File: src/design/acu_consts.vh
/*
 * constants for the analog compare unit control: register offsets,
 * field positions and reset values. assumes inclusion by bare name.
 */
`ifndef ACU_CONSTS_VH
`define ACU_CONSTS_VH

// register indexes; byte address is four times the index
`define ACU_IDX_CTRL_STATUS 4'h0
`define ACU_IDX_INPUT_SEL 4'h1
`define ACU_IDX_REF_GEN 4'h2
`define ACU_IDX_PIN_EN 4'h3
`define ACU_ADDR_CTRL_STATUS 12'h000
`define ACU_ADDR_INPUT_SEL 12'h004
`define ACU_ADDR_REF_GEN 12'h008
`define ACU_ADDR_PIN_EN 12'h00C

// control and status register fields
`define ACU_CS_EDGE_SEL_LO 0
`define ACU_CS_EDGE_SEL_HI 1
`define ACU_CS_OUT_PIN_EN 2
`define ACU_CS_LEVEL 3
`define ACU_CS_IRQ_EN 4
`define ACU_CS_EDGE_FLAG 6
`define ACU_CS_CMP_EN 7

// edge select codes
`define ACU_EDGE_BOTH 2'h0
`define ACU_EDGE_FALL 2'h1
`define ACU_EDGE_RISE 2'h2

// input select fields
`define ACU_SEL_MINUS_LO 0
`define ACU_SEL_PLUS_LO 4

// reference generator fields
`define ACU_RG_LEVEL_LO 0
`define ACU_RG_SRC 6
`define ACU_RG_EN 7

// reset values
`define ACU_RST_BYTE 8'h00
`define ACU_RST_PINS 7'h00

`endif

File: src/design/acu_compare_ctrl.v
/*
 * digital control of the analog compare unit: apb register file,
 * input and reference generator steering, comparator output
 * synchroniser, edge flag, interrupt and stop wakeup.
 * assumes an apb master on clk and an analog core that returns a raw,
 * asynchronous comparator output.
 */
// The APB slave port was left to the implementer.
`timescale 1ns/1ps
`default_nettype none
`include "acu_consts.vh"

module acu_compare_ctrl (
    input wire clk,
    input wire reset,
    input wire psel,
    input wire penable,
    input wire pwrite,
    input wire [11:0] paddr,
    input wire [31:0] pwdata,
    input wire [3:0] pstrb,
    output reg [31:0] prdata,
    output reg pready,
    output reg pslverr,
    input wire compareRaw,
    input wire stopMode,
    output reg compareEnable,
    output reg [2:0] plusInputSelect,
    output reg [2:0] minusInputSelect,
    output reg [6:0] inputPinEnables,
    output reg refGenEnable,
    output reg refSourceSelect,
    output reg [4:0] refLevelCode,
    output reg comparePinOut,
    output reg comparePinOe,
    output reg edgeIrq,
    output reg stopWakeIrq
);

    reg [1:0] edgeSelect_r;
    reg outputPinEnable_r;
    reg edgeIrqEnable_r;
    reg edgeFlag_r;
    reg syncA_r;
    reg syncB_r;
    reg level_r;
    reg prevLevel_r;
    reg [7:0] readByte;
    wire access;
    wire wrEn;
    wire validEdge;
    wire flagClear;
    wire mapped;

    // one function judges whether a level change counts as a valid edge
    function edge_valid;
        input [1:0] sel;
        input prev;
        input cur;
        begin
            case (sel)
                `ACU_EDGE_BOTH: edge_valid = prev ^ cur;
                `ACU_EDGE_FALL: edge_valid = prev & ~cur;
                `ACU_EDGE_RISE: edge_valid = ~prev & cur;
                default: edge_valid = 1'b0; // reserved code flags nothing
            endcase
        end
    endfunction

    // apb decode; slave answers in the second access cycle, after one wait state
    assign access = psel & penable & ~pready;
    assign wrEn = access & pwrite & pstrb[0];
    assign mapped = (paddr == `ACU_ADDR_CTRL_STATUS) ||
        (paddr == `ACU_ADDR_INPUT_SEL) ||
        (paddr == `ACU_ADDR_REF_GEN) ||
        (paddr == `ACU_ADDR_PIN_EN);

    // only a real edge of the enabled comparator, seen in run mode, counts
    assign validEdge = compareEnable &
        edge_valid(edgeSelect_r, prevLevel_r, level_r);
    assign flagClear = wrEn && (paddr == `ACU_ADDR_CTRL_STATUS) &&
        !pwdata[`ACU_CS_EDGE_FLAG];

    // read mux over the low byte; upper bits read as zero
    always @* begin
        readByte = `ACU_RST_BYTE;
        case (paddr)
            `ACU_ADDR_CTRL_STATUS: begin
                readByte[`ACU_CS_CMP_EN] = compareEnable;
                readByte[`ACU_CS_EDGE_FLAG] = edgeFlag_r;
                readByte[`ACU_CS_IRQ_EN] = edgeIrqEnable_r;
                readByte[`ACU_CS_LEVEL] = level_r;
                readByte[`ACU_CS_OUT_PIN_EN] = outputPinEnable_r;
                readByte[1:0] = edgeSelect_r;
            end
            `ACU_ADDR_INPUT_SEL: begin
                readByte[6:4] = plusInputSelect;
                readByte[2:0] = minusInputSelect;
            end
            `ACU_ADDR_REF_GEN: begin
                readByte[`ACU_RG_EN] = refGenEnable;
                readByte[`ACU_RG_SRC] = refSourceSelect;
                readByte[4:0] = refLevelCode;
            end
            `ACU_ADDR_PIN_EN: readByte[6:0] = inputPinEnables;
            default: readByte = `ACU_RST_BYTE;
        endcase
    end

    // apb answer registers
    always @(posedge clk) begin
        if (reset) begin
            pready <= 1'b0;
            pslverr <= 1'b0;
            prdata <= 32'h00000000;
        end else begin
            pready <= access;
            pslverr <= access & ~mapped;
            if (access && !pwrite) begin
                prdata <= {24'h000000, readByte};
            end
        end
    end

    // control registers; controls of generator and comparator never
    // interlock, software owns the sequencing between them
    always @(posedge clk) begin
        if (reset) begin
            compareEnable <= 1'b0;
            edgeIrqEnable_r <= 1'b0;
            outputPinEnable_r <= 1'b0;
            edgeSelect_r <= `ACU_EDGE_BOTH;
            plusInputSelect <= 3'h0;
            minusInputSelect <= 3'h0;
            refGenEnable <= 1'b0;
            refSourceSelect <= 1'b0;
            refLevelCode <= 5'h00;
            inputPinEnables <= `ACU_RST_PINS;
        end else if (wrEn) begin
            case (paddr)
                `ACU_ADDR_CTRL_STATUS: begin
                    compareEnable <= pwdata[`ACU_CS_CMP_EN];
                    edgeIrqEnable_r <= pwdata[`ACU_CS_IRQ_EN];
                    outputPinEnable_r <= pwdata[`ACU_CS_OUT_PIN_EN];
                    edgeSelect_r <= pwdata[1:0];
                end
                `ACU_ADDR_INPUT_SEL: begin
                    plusInputSelect <= pwdata[6:4];
                    minusInputSelect <= pwdata[2:0];
                end
                `ACU_ADDR_REF_GEN: begin
                    refGenEnable <= pwdata[`ACU_RG_EN];
                    refSourceSelect <= pwdata[`ACU_RG_SRC];
                    refLevelCode <= pwdata[4:0];
                end
                `ACU_ADDR_PIN_EN: begin
                    inputPinEnables <= pwdata[6:0];
                end
                default: ;
            endcase
        end
    end

    // two-stage synchroniser, then level and previous value for edges.
    // in stop the level register is not updated while the clock runs, so the level simply holds
    // and catches up at the first edges after wakeup
    always @(posedge clk) begin
        if (reset) begin
            syncA_r <= 1'b0;
            syncB_r <= 1'b0;
            level_r <= 1'b0;
            prevLevel_r <= 1'b0;
        end else begin
            syncA_r <= compareRaw;
            syncB_r <= syncA_r;
            if (!stopMode) begin
                level_r <= compareEnable & syncB_r;
            end
            prevLevel_r <= level_r;
        end
    end

    // sticky edge flag; a new edge wins over a clear in the same cycle
    always @(posedge clk) begin
        if (reset) begin
            edgeFlag_r <= 1'b0;
        end else if (validEdge) begin
            edgeFlag_r <= 1'b1;
        end else if (flagClear) begin
            edgeFlag_r <= 1'b0;
        end
    end

    // interrupt, wakeup and pin outputs, all registered
    always @(posedge clk) begin
        if (reset) begin
            edgeIrq <= 1'b0;
            stopWakeIrq <= 1'b0;
            comparePinOut <= 1'b0;
            comparePinOe <= 1'b0;
        end else begin
            edgeIrq <= edgeFlag_r & edgeIrqEnable_r;
            // synchronised edge seen while stopped, before the level catches up;
            // it stays until software clears the flag or disables the comparator
            stopWakeIrq <= compareEnable & (stopMode | stopWakeIrq) &
                (edge_valid(edgeSelect_r, level_r, syncB_r) |
                stopWakeIrq) & ~flagClear;
            comparePinOut <= level_r;
            comparePinOe <= outputPinEnable_r;
        end
    end

endmodule // acu_compare_ctrl
`default_nettype wire

File: config.mk
export PLATFORM = sky130hd
export DESIGN_NAME = acu_compare_ctrl
export DESIGN_NICKNAME = d
export VERILOG_FILES = /design/src/design/acu_compare_ctrl.v
export VERILOG_INCLUDE_DIRS = /design/src /design/src/design
export SDC_FILE = /design/constraint.sdc
export NUM_CORES = 1
export LEC_CHECK = 0
export BUFFER_PORTS_ARGS = -buffer_cell sky130_fd_sc_hd__buf_2
export CORE_ASPECT_RATIO = 1.75
export CORE_UTILIZATION = 30
export CTS_BUF_LIST = sky130_fd_sc_hd__clkbuf_4 sky130_fd_sc_hd__clkbuf_8
export DETAILED_ROUTE_END_ITERATION = 8
export PLACE_DENSITY = 0.59
export REMOVE_ABC_BUFFERS = 1
export SLEW_MARGIN = 20
export SYNTH_ARGS = -nofsm -noshare
export SYNTH_HDL_FRONTEND = slang
export SYNTH_SLANG_ARGS = --single-unit
File: constraint.sdc
create_clock -name clk -period 2.79 [get_ports clk]
set_input_delay 0.1395 -clock clk [delete_from_list [all_inputs] [get_ports clk]]
set_output_delay 0.1395 -clock clk [all_outputs]
set_load 0.1 [all_outputs]
==> results of run 1 <==
[report_power, final]
| part | switching [mW] | internal, mW | leakage (nW) | total, mW |
|---|---|---|---|---|
| clock network | 0.221 | 0.172 | 0.0477 | 0.393 |
| logic | 0.188 | 0.0308 | 0.770 | 0.219 |
| registers | 0.000990 | 0.616 | 0.347 | 0.616 |
| total | 0.410 | 0.818 | 1.16 | 1.23 |
[logic make-up after synthesis]
logic type | share of synthesized area, %
AOI/OAI and AO/OA | 9.01
DFF | 40.5
buffers and inverters | 12.2
adders and majority gates | 2.36
and+or+nand+nor | 20.5
muxes | 15.3
other | 0.177
[cell usage in the layout (no fill, tap or decap)]
cell / netlist / layout
mux2i_1: 20 / 20
buf_4: 24 / 1
conb_1: 1 / 24
a211oi_1: 1 / 1
mux2_2: 1 / 1
nand2_1: 2 / 2
a21oi_1: 10 / 10
o32ai_1: 1 / 1
inv_1: 10 / 10
or3_1: 1 / 1
o2bb2ai_1: 6 / 6
clkbuf_8: 0 / 5
nand4_1: 7 / 7
buf_2: 0 / 62
nand2b_1: 27 / 27
dfxtp_1: 43 / 43
nor2b_1: 7 / 7
or4_4: 3 / 3
nand3b_1: 4 / 4
nor4_1: 2 / 2
nand3_1: 2 / 2
o21ai_1: 1 / 1
clkinv_2: 0 / 3
nor2_1: 10 / 10
nor3_1: 2 / 2
nand4bb_1: 1 / 1
a31oi_1: 2 / 2
nor4_2: 1 / 1
ha_1: 4 / 4
o31ai_1: 2 / 2
or4_1: 1 / 1
o21ai_0: 8 / 8
mux4_2: 5 / 5
[area by class of cell]
| class | count | share of cell area [%] |
|---|---|---|
| Multi-Input combinational cell | 155 | 43.7 |
| Tap cell | 84 | 4.21 |
| Clock inverter | 3 | 0.602 |
| Sequential cell | 43 | 34.5 |
| Inverter | 10 | 1.50 |
| Timing Repair Buffer | 63 | 12.7 |
| Clock buffer | 5 | 2.76 |
[worst paths after layout]
check | startpoint | to | slack [ns]
max reg2reg | pready | edgeSelect_r[1] | 0.85
min | compareRaw | syncA_r | 0.06
max | pready | edgeSelect_r[1] | 0.85
min reg2reg | syncA_r | syncB_r | 0.45
[metrics by stage]
stage,setup slack [ns],hold slack (ns),cell area [µm²],utilization [%],cells
floorplan,0.533,0.206,1990,-,208
global placement,0.659,0.361,2410,35.2,355
detailed placement,0.658,0.372,2410,35.2,355
CTS,0.833,0.0563,2500,36.4,363
global route,0.606,0.0646,2500,36.4,363
finish,0.845,0.0595,2500,36.4,363
[registers in the layout, indices dropped and copies added (netlist names), 2 cells and up]
name              flops
edgeSelect_r          2
prdata                8
refLevelCode          5
plusInputSelect       3
inputPinEnables       7
minusInputSelect      3
[synthesized netlist by cell type, drive strengths merged (3+ instances only)]
| cell | number | area share (%) |
|---|---|---|
| or4 | 4 | 1.9 |
| dfxtp | 43 | 41 |
| inv | 10 | 1.8 |
| nand4 | 7 | 2.1 |
| mux2i | 20 | 9.4 |
| nand3b | 4 | 1.4 |
| nor2b | 7 | 2.1 |
| clkbuf | 6 | 1.1 |
| o21ai | 9 | 2.1 |
| mux4 | 5 | 5.3 |
| a21oi | 10 | 2.4 |
| buf | 27 | 9.4 |
| nand2b | 27 | 8.0 |
| o2bb2ai | 6 | 2.5 |
| ha | 4 | 2.4 |
| nor2 | 10 | 1.8 |
| nor4 | 3 | 1.2 |
[routing by layer]
metal | vias up | routed length [µm] | global-route usage [%]
met5 | - | 0 | 0
met4 | 0 | 83 | 5.22
met3 | 6 | 298 | 3.13
met2 | 81 | 2720 | 27.0
met1 | 804 | 1890 | 15.1
li1 | 835 | - | -
[critical path: stages (launching register included)]
cell and delay, ns:
dfxtp_1 0.32, nand3b_1 0.30, or4_4 0.57, or3_1 0.48, mux2i_1 0.16
==> impl_metrics.tcl, run 1 <==
set metrics [dict create \
    status "complete, no violations" \
    die_y_um 113 \
    grt_antenna_before_repair 0 \
    setup_tns_ns 0 \
    htreeDepth 2 \
    syn2layout_area_growth_pct 17.5 \
    postRouteWirelength_mm 4.99 \
    drc 0 \
    p_total_mw 1.23 \
    rsz0062_at_grt "false" \
    route.antenna.remaining_nets 0 \
    start_kind "flip-flop" \
    ys_warn_count 0 \
    die-area_um2 7440 \
    worst_pin_slew_ns 0.675 \
    cts.sinks 43 \
    clk_pin_slew_ns 0.08 \
    max_cap_viol_count 0 \
    cp.required_ns 2.97 \
    layout.nets 337 \
    hold_viol 0 \
    slew_violations 0 \
    path_max_fanout 9 \
    synthesis.instances 218 \
    cts_root_buffer "clkbuf_8" \
    grt_pass1_vias 1633 \
    io_buffers 62 \
    post_cts_buffers 0 \
    grt_max_degree 45 \
    dr.pass1.iters 4 \
    multi_input_area_um2 1090 \
    skew_ns 0.00658 \
    fin_crit_sh_pct 69.7 \
    arrival_ns 2.12 \
    min_path_type "in -> reg" \
    setup_viol 0 \
    viasPerCell 4.75 \
    seq_area_frac_synth_pct 40.5 \
    gp_congestion 0.730 \
    power_leakage_nw 1.16 \
    grt-ovfl-total 0 \
    post_cts_resized 0 \
    regArea_um2 861 \
    start_util_pct 31.0 \
    synth-edff-count 0 \
    synth_seq_cells 43 \
    clkLatencyLatePin_ns 0.30 \
    route.vias.total 1726 \
    floorplan.die.width_um 65.6 \
    routedWlPerCell_um 13.7 \
    post-route-min-period_ns 1.94 \
    power_density_nw_per_um2 492 \
    ys_types 33 \
    hold_buffers 0 \
    ys.flop_type "dfxtp_1" \
    cts_buffer_depth 2 \
    n_antenna_cell 0 \
    path_class "reg -> reg" \
    num_rows 40 \
    drive_above_1_share_pct 29.0 \
    relSlewSlack_pct 55.0 \
    hpwl_mm 3.72 \
    drt_iter0_drc 106 \
    io-pin-count 114 \
    syn_area_per_cell_um2 9.75 \
    synth.cell_area_um2 2120 \
    cts_tree "built" \
    irDropWorstVdd_v 0.000290 \
    r2r_cells 4 \
    grtUsageTotal_pct 14.4 \
    cts_made_buffers 5 \
    critPathCaptureType "flip-flop" \
    fmax_mhz 514 \
    grt_pass1_wl_mm 8.10 \
    coreArea_um2 6860 \
    fillers 726 \
    async_reset_ff_share_pct 0 \
    min_path_cells 2 \
]
No activity file was read; power rests on OpenSTA's default activity.
==> run 2: changes to the inputs <==
--- a/config.mk
+++ b/config.mk
@@ -6,12 +6,13 @@
 export SDC_FILE = /design/constraint.sdc
 export NUM_CORES = 1
 export LEC_CHECK = 0
+export ABC_AREA = 1
 export BUFFER_PORTS_ARGS = -buffer_cell sky130_fd_sc_hd__buf_2
 export CORE_ASPECT_RATIO = 1.75
 export CORE_UTILIZATION = 30
 export CTS_BUF_LIST = sky130_fd_sc_hd__clkbuf_4 sky130_fd_sc_hd__clkbuf_8
 export DETAILED_ROUTE_END_ITERATION = 8
-export PLACE_DENSITY = 0.59
+export PLACE_DENSITY = 0.61
 export REMOVE_ABC_BUFFERS = 1
 export SLEW_MARGIN = 20
 export SYNTH_ARGS = -nofsm -noshare
==> constraint.sdc (replaced) <==
create_clock -name clk -period 1.7 [get_ports clk]
set_input_delay 0.085 -clock clk [delete_from_list [all_inputs] [get_ports clk]]
set_output_delay 0.085 -clock clk [all_outputs]
set_load 0.1 [all_outputs]
==> run 2 against run 1 <==
Net effect: first-iteration DRC count down 42%; clock power rose by 82%; synthesized area rose by 2.7%; sequential power is 66% higher; combinational power grew 92%; register-to-register slack got worse by 0.67 ns; clock-buffer cell count grew 3; global-route usage rose by 0.61 points; clock skew down 0.0022 ns; core utilization rose by 0.84 points; largest cell class unchanged.
==> impl_metrics.tcl, run 2 <==
set metrics [dict create \
    relSlewSlack_pct 65.8 \
    cp_cell_sequence "nand3b_4 > nor2_2 > nand3_2 > o21ai_0 > a21oi_1" \
    synth-simple-area-share_pct 22.7 \
    start_util_pct 31.3 \
    synthesis.instances 286 \
    grt_pass1_vias 1898 \
    dr.pass1.iters 4 \
    slowest_delay_ns 0.33 \
    synth_compound_area_share_pct 17.1 \
    combPwrFrac_pct 19.5 \
    clkPwrFrac_pct 33.2 \
    n_antenna_cell 0 \
    yosysTopAreaCell "dfxtp_1" \
    path_max_fanout 14 \
    viasPerCell 4.61 \
    seq_area_frac_synth_pct 39.5 \
    grt-ovfl-total 0 \
    cts.sinks 43 \
    routedWlPerCell_um 12.4 \
    ys_top_cells_by_area "dfxtp_1 (39%), buf_4 (8.6%), a21oi_1 (7.6%)" \
    final_common_cell "buf_2" \
    arrival_ns 1.70 \
    synth_seq_cells 43 \
    route.antenna.remaining_nets 0 \
    coreArea_um2 6960 \
    top_register "prdata" \
    r2r_slack_ns 0.17 \
    post-route-min-period_ns 1.53 \
    grt_antenna_before_repair 0 \
    layout.nets 409 \
    grt_max_degree 27 \
    route.vias.total 2006 \
    internal_power_mw 1.46 \
    clkLatencyLatePin_ns 0.29 \
    path_class "reg -> reg" \
    rr_startpoint "pready" \
    cp.required_ns 1.87 \
    multi_input_area_um2 1010 \
    synth_top_family_by_area "simple AND/OR/NAND/NOR gates" \
    synth_xor_area_share_pct 0 \
    synth-edff-count 0 \
    whs_ns 0.0871 \
    die_y_um 115 \
    hpwl_mm 4.29 \
    final_cell_mix "buf_2 (62), dfxtp_1 (43), inv_1 (38), a21oi_1 (33), nand3_1 (28)" \
    slew_violations 0 \
    synth_top_cell_area_share_pct 39.5 \
    min_path_type "in -> reg" \
    slowest_stage "nand3_2" \
    synth_most_common_cell "dfxtp_1" \
    rsz0062_at_grt "false" \
    hold_buffers 2 \
    fin_crit_sh_pct 90.0 \
    irDropWorstVdd_v 0.000351 \
    largest_register_ffs 8 \
    grtUsageTotal_pct 15.0 \
    drc 0 \
    ys.flop_type "dfxtp_1" \
    reg.largest.list "prdata: 8 flops, inputPinEnables: 7 flops, refLevelCode: 5 flops" \
    synth_fa_ha_area_share_pct 2.29 \
    skew_ns 0.00434 \
    io-pin-count 114 \
    holdPathEnd "plusInputSelect[1]" \
    fillers 760 \
    cts_root_buffer "clkbuf_8" \
    synth.cell_area_um2 2180 \
    die-area_um2 7630 \
    synthTopCellsByCount "dfxtp_1 (43), inv_1 (38), a21oi_1 (33), nand3_1 (28), nand2_1 (26)" \
    r2r-end "inputPinEnables[5]" \
    cts_buffer_depth 2 \
    postRouteWirelength_mm 5.40 \
    post_cts_resized 0 \
    hold_viol 0 \
    clk_pin_slew_ns 0.08 \
    ys_types 32 \
    crit_family "simple AND/OR/NAND/NOR gates" \
    power_leakage_nw 1.22 \
    critPathCaptureType "flip-flop" \
    worst_pin_slew_ns 0.517 \
    path_buf_inv 0 \
    setup_viol 0 \
    async_reset_ff_share_pct 0 \
    drive_above_1_share_pct 27.1 \
    gp_congestion 0.874 \
    regArea_um2 861 \
    seqPwrFrac_pct 47.3 \
    status "complete, no violations" \
    synth_mux_area_share_pct 0 \
    num_rows 40 \
    cts_made_buffers 5 \
    floorplan.die.width_um 66.5 \
    htreeDepth 2 \
    setup_tns_ns 0 \
    post_cts_buffers 0 \
    fmax_mhz 654 \
    syn2layout_area_growth_pct 18.8 \
    drt_iter0_drc 62 \
    min_from "pwdata[5]" \
    ys_warn_count 0 \
    max_cap_viol_count 0 \
    p_switching_mw 0.695 \
    start_kind "flip-flop" \
    netSwitchingFraction_pct 32.2 \
    grt_pass1_wl_mm 8.72 \
    power_density_nw_per_um2 833 \
    cts_tree "built" \
    min_path_cells 3 \
    io_buffers 62 \
    r2r_cells 5 \
    syn_area_per_cell_um2 7.63 \
]
## run 2: per-stage QoR
stage,instances,utilization [%],setup slack [ns],area (µm²),power [mW]
5_1_grt,435,37.2,0.0416,2590,2.24
3_3_place_gp,425,35.5,0.234,2470,1.46
2_1_floorplan,275,-,-0.188,2020,1.38
3_5_place_dp,425,35.5,0.174,2470,1.46
6_report,435,37.2,0.170,2590,2.16
4_1_cts,435,37.2,0.160,2590,2.18
## run 2: worst max-delay path by stage
stage	from	endpoint	cells past startpoint
4_1_cts	pready	inputPinEnables[5]	5
2_1_floorplan	comparePinOut	edgeFlag_r	5
3_3_place_gp	pready	inputPinEnables[4]	5
3_5_place_dp	pready	inputPinEnables[5]	5
6_report	pready	inputPinEnables[5]	5
5_1_grt	pready	refLevelCode[0]	5
## run 2: cell type report
cell class,count,area share [%]
flip-flops and latches,43,33.2
repair buffers,68,13.9
clock buffers,8,4.01
inverters,41,5.94
well taps,84,4.06
multi-input cells,191,38.9
## run 2: worst reg2reg max path, cell delays in order, from the launching register on
cell      delay, ns
dfxtp_1        0.31
nand3b_4       0.18
nor2_2         0.27
nand3_2        0.33
o21ai_0        0.26
a21oi_1        0.06
## run 2: cell families (layout without fill, tap and decap cells)
logic type,count (synthesis),after routing
fa+ha+maj,4,4
other cells,1,24
flops,43,43
compound gates,72,72
simple gates,91,91
buf+inv,75,117
## run 2: power groups by stage
stage / sequential, mW / clock [mW] / combinational, mW
global placement: 1.04 / 0 / 0.414
global route: 1.02 / 0.774 / 0.445
finish: 1.02 / 0.716 / 0.421
CTS: 1.02 / 0.737 / 0.422
floorplan: 1.09 / 0 / 0.295
detailed placement: 1.04 / 0 / 0.417
## run 2: per-layer routing
layer / GRT usage [%] / wire [µm]
met2: 28.3 / 2970
met5: 0 / 0
met1: 15.8 / 2090
met3: 2.08 / 230
met4: 6.95 / 106
==> run 3: changes to the inputs <==
--- a/config.mk
+++ b/config.mk
@@ -12,7 +12,7 @@
 export CORE_UTILIZATION = 30
 export CTS_BUF_LIST = sky130_fd_sc_hd__clkbuf_4 sky130_fd_sc_hd__clkbuf_8
 export DETAILED_ROUTE_END_ITERATION = 8
-export PLACE_DENSITY = 0.61
+export PLACE_DENSITY = 0.59
 export REMOVE_ABC_BUFFERS = 1
 export SLEW_MARGIN = 20
 export SYNTH_ARGS = -nofsm -noshare
==> constraint.sdc (replaced) <==
create_clock -name clk -period 1.88 [get_ports clk]
set_input_delay 0.094 -clock clk [delete_from_list [all_inputs] [get_ports clk]]
set_output_delay 0.094 -clock clk [all_outputs]
set_load 0.1 [all_outputs]
==> run 3 against run 2 <==
Net effect: cell count is 1.1% lower; core utilization is 0.74 points lower; clock skew grew 0.0010 ns; highest routed layer unchanged; sequential power down 9.5%; combinational power is 10% lower; critical path type unchanged; hold slack got worse by 0.075 ns.
==> impl_metrics.tcl, run 3 (same netlist as run 2, synthesis figures left out) <==
set metrics [dict create \
    irDropWorstVdd_v 0.000274 \
    final_cell_mix "buf_2 (62), dfxtp_1 (43), inv_1 (38), a21oi_1 (33), nand3_1 (28)" \
    r2r-end "inputPinEnables[4]" \
    postRouteWirelength_mm 5.39 \
    hold_viol 0 \
    slew_violations 0 \
    drt_iter0_drc 59 \
    gp_congestion 0.898 \
    viasPerCell 4.60 \
    max_cap_viol_count 0 \
    status "complete, no violations" \
    use_met3_pct 1.98 \
    slowest_delay_ns 0.34 \
    reg.largest.list "prdata: 8 flops, inputPinEnables: 7 flops, refLevelCode: 5 flops" \
    path_max_fanout 14 \
    min_path_cells 3 \
    critPathCaptureType "flip-flop" \
    slowest_stage "nand3_2" \
    n_antenna_cell 0 \
    holdPathEnd "syncA_r" \
    arrival_ns 1.69 \
    setup_viol 0 \
    die_y_um 115 \
    cts.sinks 43 \
    die-area_um2 7630 \
    grt_pass1_wl_mm 8.67 \
    post-route-min-period_ns 1.51 \
    met1_usage_pct 16.3 \
    grt-ovfl-total 0 \
    power_leakage_nw 1.19 \
    setup_slack_ns 0.367 \
    clkLatencyLatePin_ns 0.29 \
    relSlewSlack_pct 65.4 \
    floorplan.die.width_um 66.5 \
    cts_tree "built" \
    largest_register_ffs 8 \
    r2r_cells 5 \
    hpwl_mm 4.30 \
    path_buf_inv 0 \
    final_common_cell "buf_2" \
    post_cts_resized 0 \
    io_buffers 62 \
    start_kind "flip-flop" \
    stdcell_area_um2 2540 \
    start_util_pct 31.3 \
    cts_made_buffers 5 \
    fmax_mhz 661 \
    fin_crit_sh_pct 80.5 \
    layout.nets 405 \
    grtUsageTotal_pct 15.0 \
    dr.pass1.iters 4 \
    post_cts_buffers 0 \
    rr_startpoint "pready" \
    power_density_nw_per_um2 743 \
    clk_pin_slew_ns 0.08 \
    io-pin-count 114 \
    route.antenna.remaining_nets 0 \
    min_from "compareRaw" \
    place_ws_ns 0.370 \
    coreArea_um2 6960 \
    cp_cell_sequence "nand3b_4 > nor2_2 > nand3_2 > o21ai_0 > a21oi_1" \
    skew_ns 0.00536 \
    r2r_slack_ns 0.37 \
    htreeDepth 2 \
    cts_root_buffer "clkbuf_8" \
    drive_above_1_share_pct 26.6 \
    path_class "reg -> reg" \
    grt_pass1_vias 1881 \
    syn2layout_area_growth_pct 16.5 \
    min_path_type "in -> reg" \
    cp.required_ns 2.05 \
    worst_pin_slew_ns 0.522 \
    rsz0062_at_grt "false" \
    num_rows 40 \
    setup_tns_ns 0 \
    hold_buffers 0 \
    busiest_layer "met2" \
    top_register "prdata" \
    placed_area_um2 2450 \
    cts_buffer_depth 2 \
    use_met2_pct 28.0 \
    crit_family "simple AND/OR/NAND/NOR gates" \
    route.vias.total 1978 \
    grt_antenna_before_repair 0 \
    final_util_pct 36.5 \
    grt_max_degree 27 \
    routedWlPerCell_um 12.5 \
    fillers 749 \
    drc 0 \
]
## run 3: changes by cell type in the layout (fill, tap and decap cells not counted), sizes merged
| cell | delta |
|---|---|
| dlygate4sd3 | -2 |
| clkbuf | -2 |
| clkinv | +1 |
| buf | -2 |
## run 3: per-layer routing
metal / wire, µm / vias up
met4: 139 / 0
met3: 211 / 10
met1: 2050 / 899
met5: 0 / -
li1: - / 1007
met2: 2990 / 62
## run 3: metrics by stage
step	total power, mW	std cells	hold WS, ns
final	1.89	430	0.0125
after global routing	1.97	430	0.0107
after CTS	1.90	430	0.00967
after detailed placement	1.32	423	0.312
after global placement	1.32	423	0.308
after floorplan	1.25	275	0.163
## run 3: cell type report
cell class                      instances  area (µm²)  share of cell area [%]
Multi-Input combinational cell        191        1010                    39.7
Clock inverter                          1        5.00                   0.197
Timing Repair Buffer                   64         325                    12.8
Tap cell                               84         105                    4.14
Clock buffer                            6        82.6                    3.25
Inverter                               41         154                    6.06
Sequential cell                        43         861                    33.9
## run 3: power by group
group / total [mW] / internal (mW) / switching (mW)
sequential: 0.923 / 0.918 / 0.00429
combinational: 0.377 / 0.0517 / 0.325
clock: 0.587 / 0.288 / 0.299
## run 3: worst max path at each step
stage                  startpoint  cells after the start  slack [ns]                  to
floorplan           comparePinOut                      5      -0.008          edgeFlag_r
global placement           pready                      5        0.43  inputPinEnables[4]
detailed placement         pready                      5        0.37  inputPinEnables[5]
CTS                        pready                      5        0.37  inputPinEnables[4]
global route               pready                      5        0.26  inputPinEnables[2]
finish                     pready                      5        0.37  inputPinEnables[4]
## run 3: tightest hold or removal path: cells and delay by family
kind | cells | cell delay [ns]
and+or+nand+nor | 1 | 0.03
buffers and inverters | 2 | 0.13
